File: src/dsc_regs.svh
// Register indices, field positions and reset values for the dual synth dividers.
// Assumes an APB slave with 32-bit words; byte address is four times the index.
//
// How it works
// - Synth output equals input times factor
// - Factor is integer plus fraction contribution
// - Bit 0 halves oscillator clock when set
// - User mode divide by code and doubling
// - Receiver mode A doubling picks 256fs/128fs
// - Receiver sets A code, ignores B
// - Divided outputs feed pins and converters
// - Code bits 4:3 reset 10, double bit 1
// - Receiver drives A multiplier in its mode
`ifndef DSC_REGS_SVH
`define DSC_REGS_SVH

// ----------------------------------------------------------------------------
// Register indices
// ----------------------------------------------------------------------------
`define DSC_IDX_DIV_CTRL_A   10'h003
`define DSC_IDX_DIV_CTRL_B   10'h007
`define DSC_IDX_MULT_A       10'h008
`define DSC_IDX_MULT_B       10'h009
`define DSC_IDX_STATUS       10'h00A

// ----------------------------------------------------------------------------
// Field positions and reset values
// ----------------------------------------------------------------------------
`define DSC_BIT_HALVE        0
`define DSC_BIT_DOUBLE       1
`define DSC_CODE_LO          3
`define DSC_CODE_HI          4
`define DSC_FRAC_LO          0
`define DSC_FRAC_HI          21
`define DSC_INT_LO           22
`define DSC_INT_HI           25
`define DSC_RST_CODE         2'h2
`define DSC_RST_FRAC         22'h36FD21
`define DSC_RST_INT          4'h7

`endif

File: src/dsc_pkg.sv
// Types shared by the dual synth divider files.
// Assumes nothing of its surroundings.
package dsc_pkg;
	typedef logic [1:0] dsc_code_t;
	typedef logic [4:0] dsc_half_t;
	typedef enum logic {DSC_USER, DSC_RX} dsc_mode_e;
endpackage

File: src/dsc_top.sv
// Register file, prescalers, multiplier selection and output dividers of two synthesisers.
// Assumes the analog loops return f2 and the oscillator as one-cycle ticks on pclk,
// and that the serial receiver's controls are synchronous to pclk.
`include "dsc_regs.svh"
`timescale 1ns/1ps
`default_nettype none
module dsc_top #(
	parameter int ADDR_W = 12
) (
	input  wire logic                pclk,
	input  wire logic                presetn,
	input  wire logic                psel,
	input  wire logic                penable,
	input  wire logic                pwrite,
	input  wire logic [ADDR_W-1:0]   paddr,
	input  wire logic [31:0]         pwdata,
	output logic      [31:0]         prdata,
	output logic                     pready,
	output logic                     pslverr,
	input  wire logic                oscillator_clock_tick,
	input  wire logic                synth_a_f2_tick,
	input  wire logic                synth_b_f2_tick,
	input  wire logic                rx_enable,
	input  wire dsc_pkg::dsc_code_t  rx_div_code_a,
	input  wire logic [3:0]          rx_mult_integer,
	input  wire logic [21:0]         rx_mult_fraction,
	output logic                     synth_a_ref_tick,
	output logic                     synth_b_ref_tick,
	output logic      [3:0]          mult_integer_a,
	output logic      [21:0]         mult_fraction_a,
	output logic      [3:0]          mult_integer_b,
	output logic      [21:0]         mult_fraction_b,
	output logic                     synth_a_clock,
	output logic                     synth_b_clock
);
	// ------------------------------------------------------------------------
	// Register storage
	// ------------------------------------------------------------------------
	logic               input_halve_sel_a_r;
	logic               input_halve_sel_b_r;
	logic               output_div_double_a_r;
	logic               output_div_double_b_r;
	dsc_pkg::dsc_code_t output_div_code_a_r;
	dsc_pkg::dsc_code_t output_div_code_b_r;
	logic [3:0]         mult_integer_a_r;
	logic [3:0]         mult_integer_b_r;
	logic [21:0]        mult_fraction_a_r;
	logic [21:0]        mult_fraction_b_r;
	logic [31:0]        prdata_r;
	logic               pre_a_r;
	logic               pre_b_r;
	logic               ref_a_r;
	logic               ref_b_r;

	// ------------------------------------------------------------------------
	// APB decode
	// ------------------------------------------------------------------------
	// Word index and hit lines; unaligned or unknown addresses are errors.
	wire logic [ADDR_W-3:0] idx       = paddr[ADDR_W-1:2];
	wire logic              aligned   = (paddr[1:0] == 2'h0);
	wire logic              hit_ctl_a = aligned && (idx == (ADDR_W-2)'(`DSC_IDX_DIV_CTRL_A));
	wire logic              hit_ctl_b = aligned && (idx == (ADDR_W-2)'(`DSC_IDX_DIV_CTRL_B));
	wire logic              hit_mul_a = aligned && (idx == (ADDR_W-2)'(`DSC_IDX_MULT_A));
	wire logic              hit_mul_b = aligned && (idx == (ADDR_W-2)'(`DSC_IDX_MULT_B));
	wire logic              hit_stat  = aligned && (idx == (ADDR_W-2)'(`DSC_IDX_STATUS));
	wire logic              mapped    = hit_ctl_a || hit_ctl_b || hit_mul_a || hit_mul_b || hit_stat;
	wire logic              access    = psel && penable;
	wire logic              wr        = access && pwrite && mapped;
	wire dsc_pkg::dsc_mode_e mode     = rx_enable ? dsc_pkg::DSC_RX : dsc_pkg::DSC_USER;

	// Read word selection; bits outside each field read as zero.
	wire logic [31:0] rd_ctl_a = {27'h0, output_div_code_a_r, 1'b0,
		output_div_double_a_r, input_halve_sel_a_r};
	wire logic [31:0] rd_ctl_b = {27'h0, output_div_code_b_r, 1'b0,
		output_div_double_b_r, input_halve_sel_b_r};
	wire logic [31:0] rd_mul_a = {6'h0, mult_integer_a_r, mult_fraction_a_r};
	wire logic [31:0] rd_mul_b = {6'h0, mult_integer_b_r, mult_fraction_b_r};
	wire logic [31:0] rd_stat  = {29'h0, synth_b_clock, synth_a_clock,
		(mode == dsc_pkg::DSC_RX)};
	wire logic [31:0] rd_word  = hit_ctl_a ? rd_ctl_a :
		hit_ctl_b ? rd_ctl_b :
		hit_mul_a ? rd_mul_a :
		hit_mul_b ? rd_mul_b :
		hit_stat  ? rd_stat  : 32'h0;

	// ------------------------------------------------------------------------
	// Register writes
	// ------------------------------------------------------------------------
	// control field reset
	// Divider control fields reset to undivided input, code 10, no doubling.
	always_ff @(posedge pclk or negedge presetn) begin
		if (!presetn) begin
			input_halve_sel_a_r   <= 1'b0;
			input_halve_sel_b_r   <= 1'b0;
			output_div_double_a_r <= 1'b0;
			output_div_double_b_r <= 1'b0;
			output_div_code_a_r   <= `DSC_RST_CODE;
			output_div_code_b_r   <= `DSC_RST_CODE;
		end else if (wr && hit_ctl_a) begin
			input_halve_sel_a_r   <= pwdata[`DSC_BIT_HALVE];
			output_div_double_a_r <= pwdata[`DSC_BIT_DOUBLE];
			output_div_code_a_r   <= pwdata[`DSC_CODE_HI:`DSC_CODE_LO];
		end else if (wr && hit_ctl_b) begin
			input_halve_sel_b_r   <= pwdata[`DSC_BIT_HALVE];
			output_div_double_b_r <= pwdata[`DSC_BIT_DOUBLE];
			output_div_code_b_r   <= pwdata[`DSC_CODE_HI:`DSC_CODE_LO];
		end
	end

	// Multiplier fields hold the integer and fractional parts of the factor.
	always_ff @(posedge pclk or negedge presetn) begin
		if (!presetn) begin
			mult_integer_a_r  <= `DSC_RST_INT;
			mult_integer_b_r  <= `DSC_RST_INT;
			mult_fraction_a_r <= `DSC_RST_FRAC;
			mult_fraction_b_r <= `DSC_RST_FRAC;
		end else if (wr && hit_mul_a) begin
			mult_integer_a_r  <= pwdata[`DSC_INT_HI:`DSC_INT_LO];
			mult_fraction_a_r <= pwdata[`DSC_FRAC_HI:`DSC_FRAC_LO];
		end else if (wr && hit_mul_b) begin
			mult_integer_b_r  <= pwdata[`DSC_INT_HI:`DSC_INT_LO];
			mult_fraction_b_r <= pwdata[`DSC_FRAC_HI:`DSC_FRAC_LO];
		end
	end

	// Read data is captured in the setup cycle, so the slave answers with no wait state.
	always_ff @(posedge pclk or negedge presetn) begin
		if (!presetn) begin
			prdata_r <= 32'h0;
		end else if (psel && !penable && !pwrite) begin
			prdata_r <= rd_word;
		end
	end

	assign prdata  = prdata_r;
	assign pready  = 1'b1;
	assign pslverr = access && !mapped;

	// ------------------------------------------------------------------------
	// Pre-scale dividers
	// ------------------------------------------------------------------------
	// halve oscillator ticks
	// With the select set only every second oscillator tick reaches the loop.
	always_ff @(posedge pclk or negedge presetn) begin
		if (!presetn) begin
			pre_a_r <= 1'b0;
			pre_b_r <= 1'b0;
			ref_a_r <= 1'b0;
			ref_b_r <= 1'b0;
		end else begin
			pre_a_r <= oscillator_clock_tick ? ~pre_a_r : pre_a_r;
			pre_b_r <= oscillator_clock_tick ? ~pre_b_r : pre_b_r;
			ref_a_r <= oscillator_clock_tick && (!input_halve_sel_a_r || pre_a_r);
			ref_b_r <= oscillator_clock_tick && (!input_halve_sel_b_r || pre_b_r);
		end
	end

	assign synth_a_ref_tick = ref_a_r;
	assign synth_b_ref_tick = ref_b_r;

	// ------------------------------------------------------------------------
	// Multiplication factor to the loops
	// ------------------------------------------------------------------------
	// factor to loop
	// receiver owns A factor
	// The loop adds integer and fraction over 2^22; in receiver mode A follows the receiver.
	assign mult_integer_a  = (mode == dsc_pkg::DSC_RX) ? rx_mult_integer : mult_integer_a_r;
	assign mult_fraction_a = (mode == dsc_pkg::DSC_RX) ? rx_mult_fraction : mult_fraction_a_r;
	assign mult_integer_b  = mult_integer_b_r;
	assign mult_fraction_b = mult_fraction_b_r;

	// ------------------------------------------------------------------------
	// Output divider selection
	// ------------------------------------------------------------------------
	// code to half period
	// Half periods 1,2,4,6 f2 ticks, doubled when the doubling bit is set.
	function automatic dsc_pkg::dsc_half_t half_of(input dsc_pkg::dsc_code_t code,
		input logic dbl);
		dsc_pkg::dsc_half_t base;
		base = (code == 2'h0) ? 5'h01 : (code == 2'h1) ? 5'h02 :
			(code == 2'h2) ? 5'h04 : 5'h06;
		half_of = dbl ? {base[3:0], 1'b0} : base;
	endfunction

	// receiver mode select
	// In receiver mode A uses the receiver's code with its doubling bit as 256fs/128fs.
	wire dsc_pkg::dsc_code_t eff_code_a = (mode == dsc_pkg::DSC_RX) ? rx_div_code_a :
		output_div_code_a_r;
	wire dsc_pkg::dsc_half_t half_a = half_of(eff_code_a, output_div_double_a_r);
	wire dsc_pkg::dsc_half_t half_b = (mode == dsc_pkg::DSC_RX) ?
		half_of(`DSC_RST_CODE, 1'b0) : half_of(output_div_code_b_r, output_div_double_b_r);

	// divided synth clocks
	// Both divided clocks leave the block for pin, transmitter and converter selection.
	dsc_out_div u_div_a (
		.pclk       (pclk),
		.presetn    (presetn),
		.f2_tick    (synth_a_f2_tick),
		.half_count (half_a),
		.clk_out    (synth_a_clock)
	);

	dsc_out_div u_div_b (
		.pclk       (pclk),
		.presetn    (presetn),
		.f2_tick    (synth_b_f2_tick),
		.half_count (half_b),
		.clk_out    (synth_b_clock)
	);
endmodule
`default_nettype wire

File: src/dsc_out_div.sv
// Glitch-free even output divider driven by f2 ticks.
// Assumes f2 arrives as a one-cycle tick on pclk and half_count is at least 1.
`timescale 1ns/1ps
`default_nettype none
module dsc_out_div (
	input  wire logic                pclk,
	input  wire logic                presetn,
	input  wire logic                f2_tick,
	input  wire dsc_pkg::dsc_half_t  half_count,
	output logic                     clk_out
);
	dsc_pkg::dsc_half_t cnt_r;
	dsc_pkg::dsc_half_t half_r;
	logic               out_r;
	wire logic          phase_end = f2_tick && (cnt_r == half_r - 5'h01);

	// ------------------------------------------------------------------------
	// Phase counter
	// ------------------------------------------------------------------------
	// latch at period start
	// A new half count is taken only when a low phase ends, so both phases of a period match.
	always_ff @(posedge pclk or negedge presetn) begin
		if (!presetn) begin
			cnt_r  <= 5'h00;
			half_r <= 5'h04;
			out_r  <= 1'b0;
		end else if (phase_end) begin
			cnt_r <= 5'h00;
			out_r <= ~out_r;
			if (!out_r) begin
				half_r <= half_count;
			end
		end else if (f2_tick) begin
			cnt_r <= cnt_r + 5'h01;
		end
	end

	assign clk_out = out_r;
endmodule
`default_nettype wire

File: config.mk
export PLATFORM = sky130hd
export DESIGN_NAME = dsc_top
export DESIGN_NICKNAME = d
export VERILOG_FILES = /design/src/dsc_pkg.sv /design/src/dsc_top.sv /design/src/dsc_out_div.sv
export VERILOG_INCLUDE_DIRS = /design/src /design/src/src
export SDC_FILE = /design/constraint.sdc
export NUM_CORES = 1
export LEC_CHECK = 0
export BUFFER_PORTS_ARGS = -buffer_cell sky130_fd_sc_hd__buf_2
export CORE_ASPECT_RATIO = 1.4
export CORE_MARGIN = 2
export CORE_UTILIZATION = 51
export DETAILED_ROUTE_END_ITERATION = 6
export GPL_TIMING_DRIVEN = 0
export PLACE_DENSITY = 0.77
export SLEW_MARGIN = 30
export SYNTH_ARGS = -nofsm -noshare
export SYNTH_HDL_FRONTEND = slang
export SYNTH_SLANG_ARGS = --single-unit
File: constraint.sdc
create_clock -name pclk -period 2.4 [get_ports pclk]
set_input_delay 0.48 -clock pclk [delete_from_list [all_inputs] [get_ports pclk]]
set_output_delay 0.48 -clock pclk [all_outputs]
set_load 0.05 [all_outputs]
# After elaboration in Yosys (flattened, before gate mapping)

Cells that the tools add are included.

Add/subtract/negate cells: 4
Equal/unequal tests: 11
Muxes and demuxes: 22
Bitwise logic cells: 6
Reduce and logical (&&, ||, !) cells: 39

Operators with widths:

| kind                | number |
|---|---|
| $mux 26             | 4 |
| $eq 10x4->1 const B | 3 |
| $mux 22             | 1 |
| $mux 5              | 4 |
| $logic_and 1x1->1   | 19 |
| $mux 4              | 4 |
| $mux 3              | 5 |
| $add 5x1->5 const B | 2 |
| $eq 10x2->1 const B | 1 |
| $eq 10x3->1 const B | 1 |
| $eq 5x5->1          | 2 |
| $sub 5x1->5 const B | 2 |
| $reduce_and 2->1    | 4 |
| $logic_not 2->1     | 3 |
| $logic_or 1x1->1    | 6 |
| $mux 2              | 3 |
| $not 1->1           | 6 |
| $logic_not 1->1     | 5 |
| $eq 2x1->1 const B  | 2 |
| $eq 2x2->1 const B  | 2 |
| $reduce_bool 2->1   | 2 |
| $mux 1              | 1 |

Register bits: 118
Bits of input ports: 81
Output and inout bits: 90

# Longest topological paths before layout

Gate-level depths: netlist of run 1.

Depth after elaboration: 10
Depth in mapped cells: 7

# Modules after synthesis

Synthesis of run 1 repeated with hierarchy kept, for this count alone.

Cell total of the unflattened synthesis: 446
Area total of the unflattened synthesis: 5681.7 um2

Modules (own cells, without submodules):

| module      | instances | cells each | area an instance (um2) |
|---|---|---|---|
| dsc_top     | 1         | 350        | 4513.1 |
| dsc_out_div | 2         | 48         | 584.3 |

# Worst setup path after synthesis of run 1

Ideal clock, no wire load.

Path kind: input to register
From: input port paddr[9]
To: register mult_fraction_a_r[16]
Library setup time: 0.125 ns
Data arrival time: 2.349 ns
Data required time: 2.275 ns
Slack: -0.074 ns
Cell stages on the path: 5
Path buffers: 1
Path through: or4_1 -> or4b_4 -> nor3_4 -> buf_6 -> mux2_2

Cells in the longest elaborated chain, start to end: 8
Elaborated cells between the ends (all ways): 16
Classes of those cells: eq/ne: 5; reduce/logical: 11

Ends and longest elaborated chain:

| element                                           | line                         | source |
|---|---|---|
| start, declared                                   | dsc_top.sv:15                | `input wire logic [ADDR_W-1:0] paddr,` |
| $eq 10x2->1 / $eq 10x3->1 (equally long branches) | dsc_top.sv:61, dsc_top.sv:62 |  |
| $logic_and 1x1->1, on equally long branches       | dsc_top.sv:61, dsc_top.sv:62 |  |
| $logic_or 1x1->1 (4 in a row)                     | dsc_top.sv:66                | `wire logic mapped = hit_ctl_a \|\| hit_ctl_b \|\| hit_mul_a \|\| hit_mul_b \|\| hit_stat;` |
| $logic_and 1x1->1                                 | dsc_top.sv:68                | `wire logic wr = access && pwrite && mapped;` |
| $logic_and 1x1->1 (*)                             | dsc_top.sv:117               | `end else if (wr && hit_mul_a) begin` |
| end signal, assigned                              | dsc_top.sv:115               | `` mult_fraction_a_r <= `DSC_RST_FRAC; `` |
| end signal, assigned                              | dsc_top.sv:119               | `` mult_fraction_a_r <= pwdata[`DSC_FRAC_HI:`DSC_FRAC_LO]; `` |
| end, declared                                     | dsc_top.sv:47                | `logic [21:0] mult_fraction_a_r;` |

Mark *: on every way between the ends. The rest lies on a longest branch, timed or not.
A chain may end at the register's enable or synchronous reset.

# Final worst setup path of run 1

Same ends and word-level chain as after synthesis.

==> results.sh, run 1 <==
export IMPL_worstPathMaxFanout=10
export IMPL_hp_class="input pin to async pin"
export IMPL_slew_headroom_pct=47.3
export IMPL_synth_cell_type_count=42
export IMPL_synthAdderAreaFrac_pct=0.931
export IMPL_max_freq_mhz=427
export IMPL_intPower_w=0.00340
export IMPL_grt_usage_pct=23.4
export IMPL_totalWireLength_mm=13.0
export IMPL_synth_seq_area_share_pct=52.0
export IMPL_synthMuxAreaShare_pct=26.0
export IMPL_initial_core_util_pct=52.0
export IMPL_clockBufferDepth=2
export IMPL_routedWlPerCell_um=17.3
export IMPL_cts_buffers=9
export IMPL_maxCapViolCount=0
export IMPL_avgSynthCellArea_um2=12.2
export IMPL_num_rows=44
export IMPL_synth_top_family_by_area="multiplexers"
export IMPL_cts_root_buf="clkbuf_16"
export IMPL_endpoint_kind="flop"
export IMPL_io_buffers=153
export IMPL_synth_compound_area_share_pct=4.68
export IMPL_antenna_found_initial=0
export IMPL_synth_ff_type="dfrtp_1"
export IMPL_whs_ns=0.0288
export IMPL_nets=696
export IMPL_synth_area_top_cells="dfrtp_1 34%, mux2_2 20%, dfstp_2 18%"
export IMPL_yosys_area_share_simple_pct=8.89
export IMPL_status="finished clean"
export IMPL_grt_setup_unrepaired="yes"
export IMPL_grtUsageMet1_pct=27.1
export IMPL_peakVddDrop_mv=0.355
export IMPL_setup_viol=0
export IMPL_p_comb_share_pct=21.5
export IMPL_dpl_hpwl_mm=9.72
export IMPL_final_layout_size_suffix_gt1_share_pct=52.9
export IMPL_drtAntennaViolNets=0
export IMPL_min_period_over_period_pct=97.5
export IMPL_die_h_um=126
export IMPL_antenna_cells=0
export IMPL_drc_errors=0
export IMPL_slowest_stage="or4b_4"
export IMPL_worst_slack_ns=0.0601
export IMPL_yosys_warnings=0
export IMPL_ys_top_cells_by_count="94 x mux2_2, 74 x dfrtp_1, 38 x nand2_1"
export IMPL_crit_start="paddr[9]"
export IMPL_die_area_um2=11400
export IMPL_switchingPower_w=0.00148
export IMPL_cts_sinks=110
export IMPL_synth_xor_area_share_pct=3.91
export IMPL_synth_top_area_cell="dfrtp_1"
export IMPL_gp_congestion=0.862
export IMPL_synth_seq_cells=110
export IMPL_cpPeakStageDelay_ns=0.54
export IMPL_clkPwrFrac_pct=33.3
export IMPL_vias=4040
export IMPL_grt_max_degree=76
export IMPL_syn_area_um2=5380
export IMPL_power_frac_seq_pct=45.2
export IMPL_switching_share_pct=30.3
export IMPL_vias_per_cell=5.36
export IMPL_cts_tree="yes"
export IMPL_clkTransAtPathRegs_ns=0.07
export IMPL_cp_cell_sequence="buf_2 -> or4_4 -> or4b_4 -> nor3_4 -> buf_6 -> mux2_2"
export IMPL_worst_slew_pin_slew_ns=0.790
export IMPL_worst_setup_path_start_kind="input pin"
export IMPL_arrival_ns=2.57
export IMPL_globalRoute_busiestLayer="met2"
export IMPL_io_pin_count=171
export IMPL_fin_skew_ns=0.00621
export IMPL_place_ws_ns=-0.446
export IMPL_grt_pass1_wl_mm=20.9
export IMPL_critPathKind="input pin to flop"
export IMPL_grt_util_met2_pct=41.6
export IMPL_first_iter_violations=149
export IMPL_slew_violations=0
export IMPL_drt_pass1_iterations=4
export IMPL_dieWidth_um=90.8
export IMPL_synthCells=439
export IMPL_async_flop_share_pct=100
export IMPL_fillers=822
export IMPL_syn2layout_area_growth_pct=25.5
export IMPL_clock_latency_ns=0.34
export IMPL_core_area_um2=10300
export IMPL_first_global_vias=4254
export IMPL_hold_buffers=0
export IMPL_worstReg2RegStart="u_div_a.half_r[0]"
export IMPL_synth_edf_count=0
export IMPL_overflow=0
export IMPL_post_synth_top_count_cell="mux2_2"
export IMPL_htree_levels=3
export IMPL_worstPathRequired_ns=2.63
export IMPL_p_leak_nw=3.44
export IMPL_hold_viol_final=0
export IMPL_use_met3_pct=6.14
export IMPL_powerDensity_nw_per_um2=723
export IMPL_fin_crit_ns=2.34
export IMPL_netlist_area_leader_share_pct=34.4
==> per-stage QoR <==
stage	instance area, µm²	setup TNS [ns]	instances	total power [W]	util (%)
detailed placement	6370	-16.34	736	0.00325	61.6
global placement	6340	-36.40	735	0.00319	61.2
floorplan	5400	-0.388	444	0.00294	-
CTS	6730	0	754	0.00489	65.0
global route	6750	-0.0102	754	0.00512	65.2
finish	6750	0	754	0.00488	65.2
==> final cells by class <==
class	instances	area, µm²	area share [%]
Sequential cell	110	2800	41.5
Multi-Input combinational cell	297	2440	36.2
Timing Repair Buffer	156	815	12.1
Clock buffer	10	239	3.54
Tap cell	138	173	2.56
Buffer	27	150	2.23
Clock inverter	6	93.8	1.39
Inverter	10	37.5	0.556
==> cells in the final DEF, fill, tap and decap left out, types with 10 or more instances in the layout <==
| cell | n |
|---|---|
| nor2_1 | 13 |
| o21ai_0 | 30 |
| dfrtp_1 | 74 |
| mux2i_1 | 34 |
| nand2_1 | 38 |
| xor2_1 | 16 |
| mux2_2 | 94 |
| dfstp_2 | 36 |
| buf_2 | 155 |
| inv_1 | 10 |
| clkbuf_1 | 11 |
==> per-layer routing <==
metal	wire length, µm	vias to the layer above	share of wire (%)
li1	-	1878	-
met1	5100	2012	39
met2	6860	130	53
met3	791	20	6.1
met4	257	0	2.0
met5	0	-	0
==> sequential cells by signal, indices dropped and copies added (netlist names), 2 cells and up <==
signal and cells:
u_div_a.half_r 4, u_div_b.half_r 4, prdata 26, mult_integer_b 4, mult_fraction_b 22, output_div_code_b_r 2
output_div_code_a_r 2, mult_fraction_a_r 22, u_div_b.cnt_r 5, u_div_a.cnt_r 5, mult_integer_a_r 4
==> power by group through the flow <==
stage / combinational [W] / sequential (W) / clock, W
2_1_floorplan: 0.000689 / 0.00225 / 0
3_3_place_gp: 0.000961 / 0.00223 / 0
3_5_place_dp: 0.00102 / 0.00223 / 0
4_1_cts: 0.00103 / 0.00220 / 0.00166
5_1_grt: 0.00116 / 0.00223 / 0.00174
6_report: 0.00105 / 0.00221 / 0.00163
==> critical path, delay by kind of cell <==
family | cells | cell delay, ns
buffers and inverters | 2 | 0.31
multiplexers | 1 | 0.36
AND/OR/NAND/NOR | 3 | 1.41
==> path summary, 6_finish.rpt <==
check	endpoint	slack (ns)	depth (start not counted)
worst max-delay path	mult_fraction_a_r[16]	0.06	6
worst min-delay path	u_div_b.cnt_r[4]	0.03	1
worst max register to register	u_div_a.half_r[0]	0.21	7
worst min register to register	pre_a_r	0.47	1
max in group asynchronous	mult_fraction_a_r[5]	1.66	2
min in group pclk	pre_b_r	0.36	2
==> logic make-up (layout without fill, tap and decap cells) <==
family          after synthesis  after routing
fa+ha+maj                     4              4
mux                         128            128
compound gates               43             43
buf+inv                      37            209
other cells                   2              7
flops                       110            110
simple gates                 91             91
xor+xnor                     24             24
==> timing repair <==
item                                    CTS  global route
endpoints found under the setup margin   46             4
pin swaps                                 1             0
gates resized for setup                   4             1
buffers inserted                          2             0
(Power assumes the default switching activity.)
==> inputs of run 2 (changes only) <==
Settings changed: REMOVE_ABC_BUFFERS set to 1.
==> results.sh, run 2 (synthesis gave the netlist of run 1 again) <==
export IMPL_status="finished clean"
export IMPL_cts_tree="yes"
export IMPL_worst_setup_path_start_kind="input pin"
export IMPL_power_frac_seq_pct=46.4
export IMPL_core_area_um2=10300
export IMPL_p_leak_nw=3.40
export IMPL_min_period_over_period_pct=97.3
export IMPL_vias_per_cell=5.36
export IMPL_cts_buffers=9
export IMPL_nets=680
export IMPL_peakVddDrop_mv=0.356
export IMPL_hp_class="input pin to async pin"
export IMPL_drt_pass1_iterations=4
export IMPL_totalWireLength_mm=12.2
export IMPL_routedWlPerCell_um=16.5
export IMPL_fillers=863
export IMPL_clkPwrFrac_pct=31.7
export IMPL_final_layout_size_suffix_gt1_share_pct=54.0
export IMPL_switching_share_pct=30.6
export IMPL_fin_skew_ns=0.0121
export IMPL_multi_input_area_um2=2470
export IMPL_antenna_cells=0
export IMPL_maxCapViolCount=0
export IMPL_htree_levels=3
export IMPL_p_total_w=0.00473
export IMPL_overflow=0
export IMPL_grt_setup_unrepaired="no"
export IMPL_switchingPower_w=0.00145
export IMPL_setup_viol=0
export IMPL_dieWidth_um=90.8
export IMPL_antenna_found_initial=0
export IMPL_mostFrequentLayoutCell="buf_2"
export IMPL_regToRegEndpoint="u_div_a.half_r[0]"
export IMPL_worstPathMaxFanout=6
export IMPL_io_pin_count=171
export IMPL_initial_core_util_pct=52.0
export IMPL_syn2layout_area_growth_pct=24.3
export IMPL_first_global_vias=4128
export IMPL_largest_reg_flops=26
export IMPL_worst_slack_ns=0.0643
export IMPL_cts_sinks=110
export IMPL_max_freq_mhz=428
export IMPL_cts_root_buf="clkbuf_16"
export IMPL_final_cell_mix="154 x buf_2, 94 x mux2_2, 74 x dfrtp_1"
export IMPL_worst_slew_pin_slew_ns=0.782
export IMPL_powerDensity_nw_per_um2=708
export IMPL_intPower_w=0.00328
export IMPL_drc_errors=0
export IMPL_drtAntennaViolNets=0
export IMPL_vias=3959
export IMPL_num_rows=44
export IMPL_first_iter_violations=105
export IMPL_endpoint_kind="output pin"
export IMPL_io_buffers=157
export IMPL_grt_pass1_wl_mm=19.7
export IMPL_slew_violations=0
export IMPL_dpl_hpwl_mm=8.63
export IMPL_regToRegSetupSlack_ns=0.27
export IMPL_hold_buffers=0
export IMPL_fin_crit_ns=2.34
export IMPL_slew_headroom_pct=47.9
export IMPL_die_h_um=126
export IMPL_p_comb_share_pct=21.9
export IMPL_reg2reg_depth=6
export IMPL_clock_latency_ns=0.34
export IMPL_seq_area_um2=2800
export IMPL_arrival_ns=1.86
export IMPL_whs_ns=0.0648
export IMPL_grt_usage_pct=21.5
export IMPL_place_ws_ns=-0.686
export IMPL_worstPathRequired_ns=1.92
export IMPL_hold_viol_final=0
export IMPL_die_area_um2=11400
export IMPL_gp_congestion=0.832
export IMPL_worstReg2RegStart="u_div_a.half_r[0]"
export IMPL_critPathKind="input pin to output pin"
export IMPL_clockBufferDepth=2
export IMPL_clkTransAtPathRegs_ns=0.07
export IMPL_grt_max_degree=58
==> run 2: worst max-delay path, cell delays in order <==
cell     delay [ns]
buf_2          0.10
or4_4          0.54
nor3_4         0.37
a31oi_2        0.15
buf_4          0.21
==> run 2: power by group through the flow <==
| stage | sequential, W | combinational [W] | clock [W] |
|---|---|---|---|
| floorplan | 0.00225 | 0.000652 | 0 |
| CTS | 0.00219 | 0.00101 | 0.00153 |
| global placement | 0.00222 | 0.000944 | 0 |
| detailed placement | 0.00222 | 0.000996 | 0 |
| global route | 0.00222 | 0.00114 | 0.00159 |
| finish | 0.00220 | 0.00103 | 0.00150 |
==> run 2: worst max-delay path by stage <==
stage / endpoint / slack (ns) / start
6_report: pslverr / 0.06 / paddr[9]
5_1_grt: mult_fraction_b[1] / 0.006 / paddr[4]
4_1_cts: mult_fraction_a_r[1] / -0.005 / paddr[9]
3_5_place_dp: output_div_double_a_r / -0.69 / paddr[2]
3_3_place_gp: mult_fraction_a_r[9] / -1.03 / paddr[4]
2_1_floorplan: mult_fraction_a_r[16] / -0.34 / paddr[9]
==> run 2: through the flow <==
stage          setup TNS [ns]  utilization, %  instances  instance area (µm²)
2_1_floorplan           -8.65               -        417                 5250
3_3_place_gp           -78.41            60.0        712                 6210
3_5_place_dp           -35.19            60.7        716                 6290
4_1_cts               -0.0100            64.0        734                 6620
5_1_grt                     0            64.6        738                 6690
6_report                    0            64.6        738                 6690
==> run 2: per-layer routing <==
metal | share of wire, % | vias to the layer above | GRT usage, %
met4 | 1.6 | 0 | 7.66
li1 | - | 1839 | -
met2 | 53 | 120 | 38.5
met1 | 41 | 1981 | 25.6
met3 | 4.7 | 19 | 4.34
met5 | 0 | - | 0
==> run 2: layout make-up <==
| cell class | count | share of cell area [%] |
|---|---|---|
| Clock buffer | 11 | 3.63 |
| Clock inverter | 5 | 0.842 |
| Timing Repair Buffer | 167 | 13.6 |
| Multi-Input combinational cell | 297 | 37.0 |
| Inverter | 10 | 0.561 |
| Tap cell | 138 | 2.58 |
| Sequential cell | 110 | 41.8 |
==> run 2: repair_timing <==
item,4_1_cts,5_1_grt
endpoints found under the setup margin,60,18
pin swaps,2,2
setup buffers,2,4
resized for setup,4,7
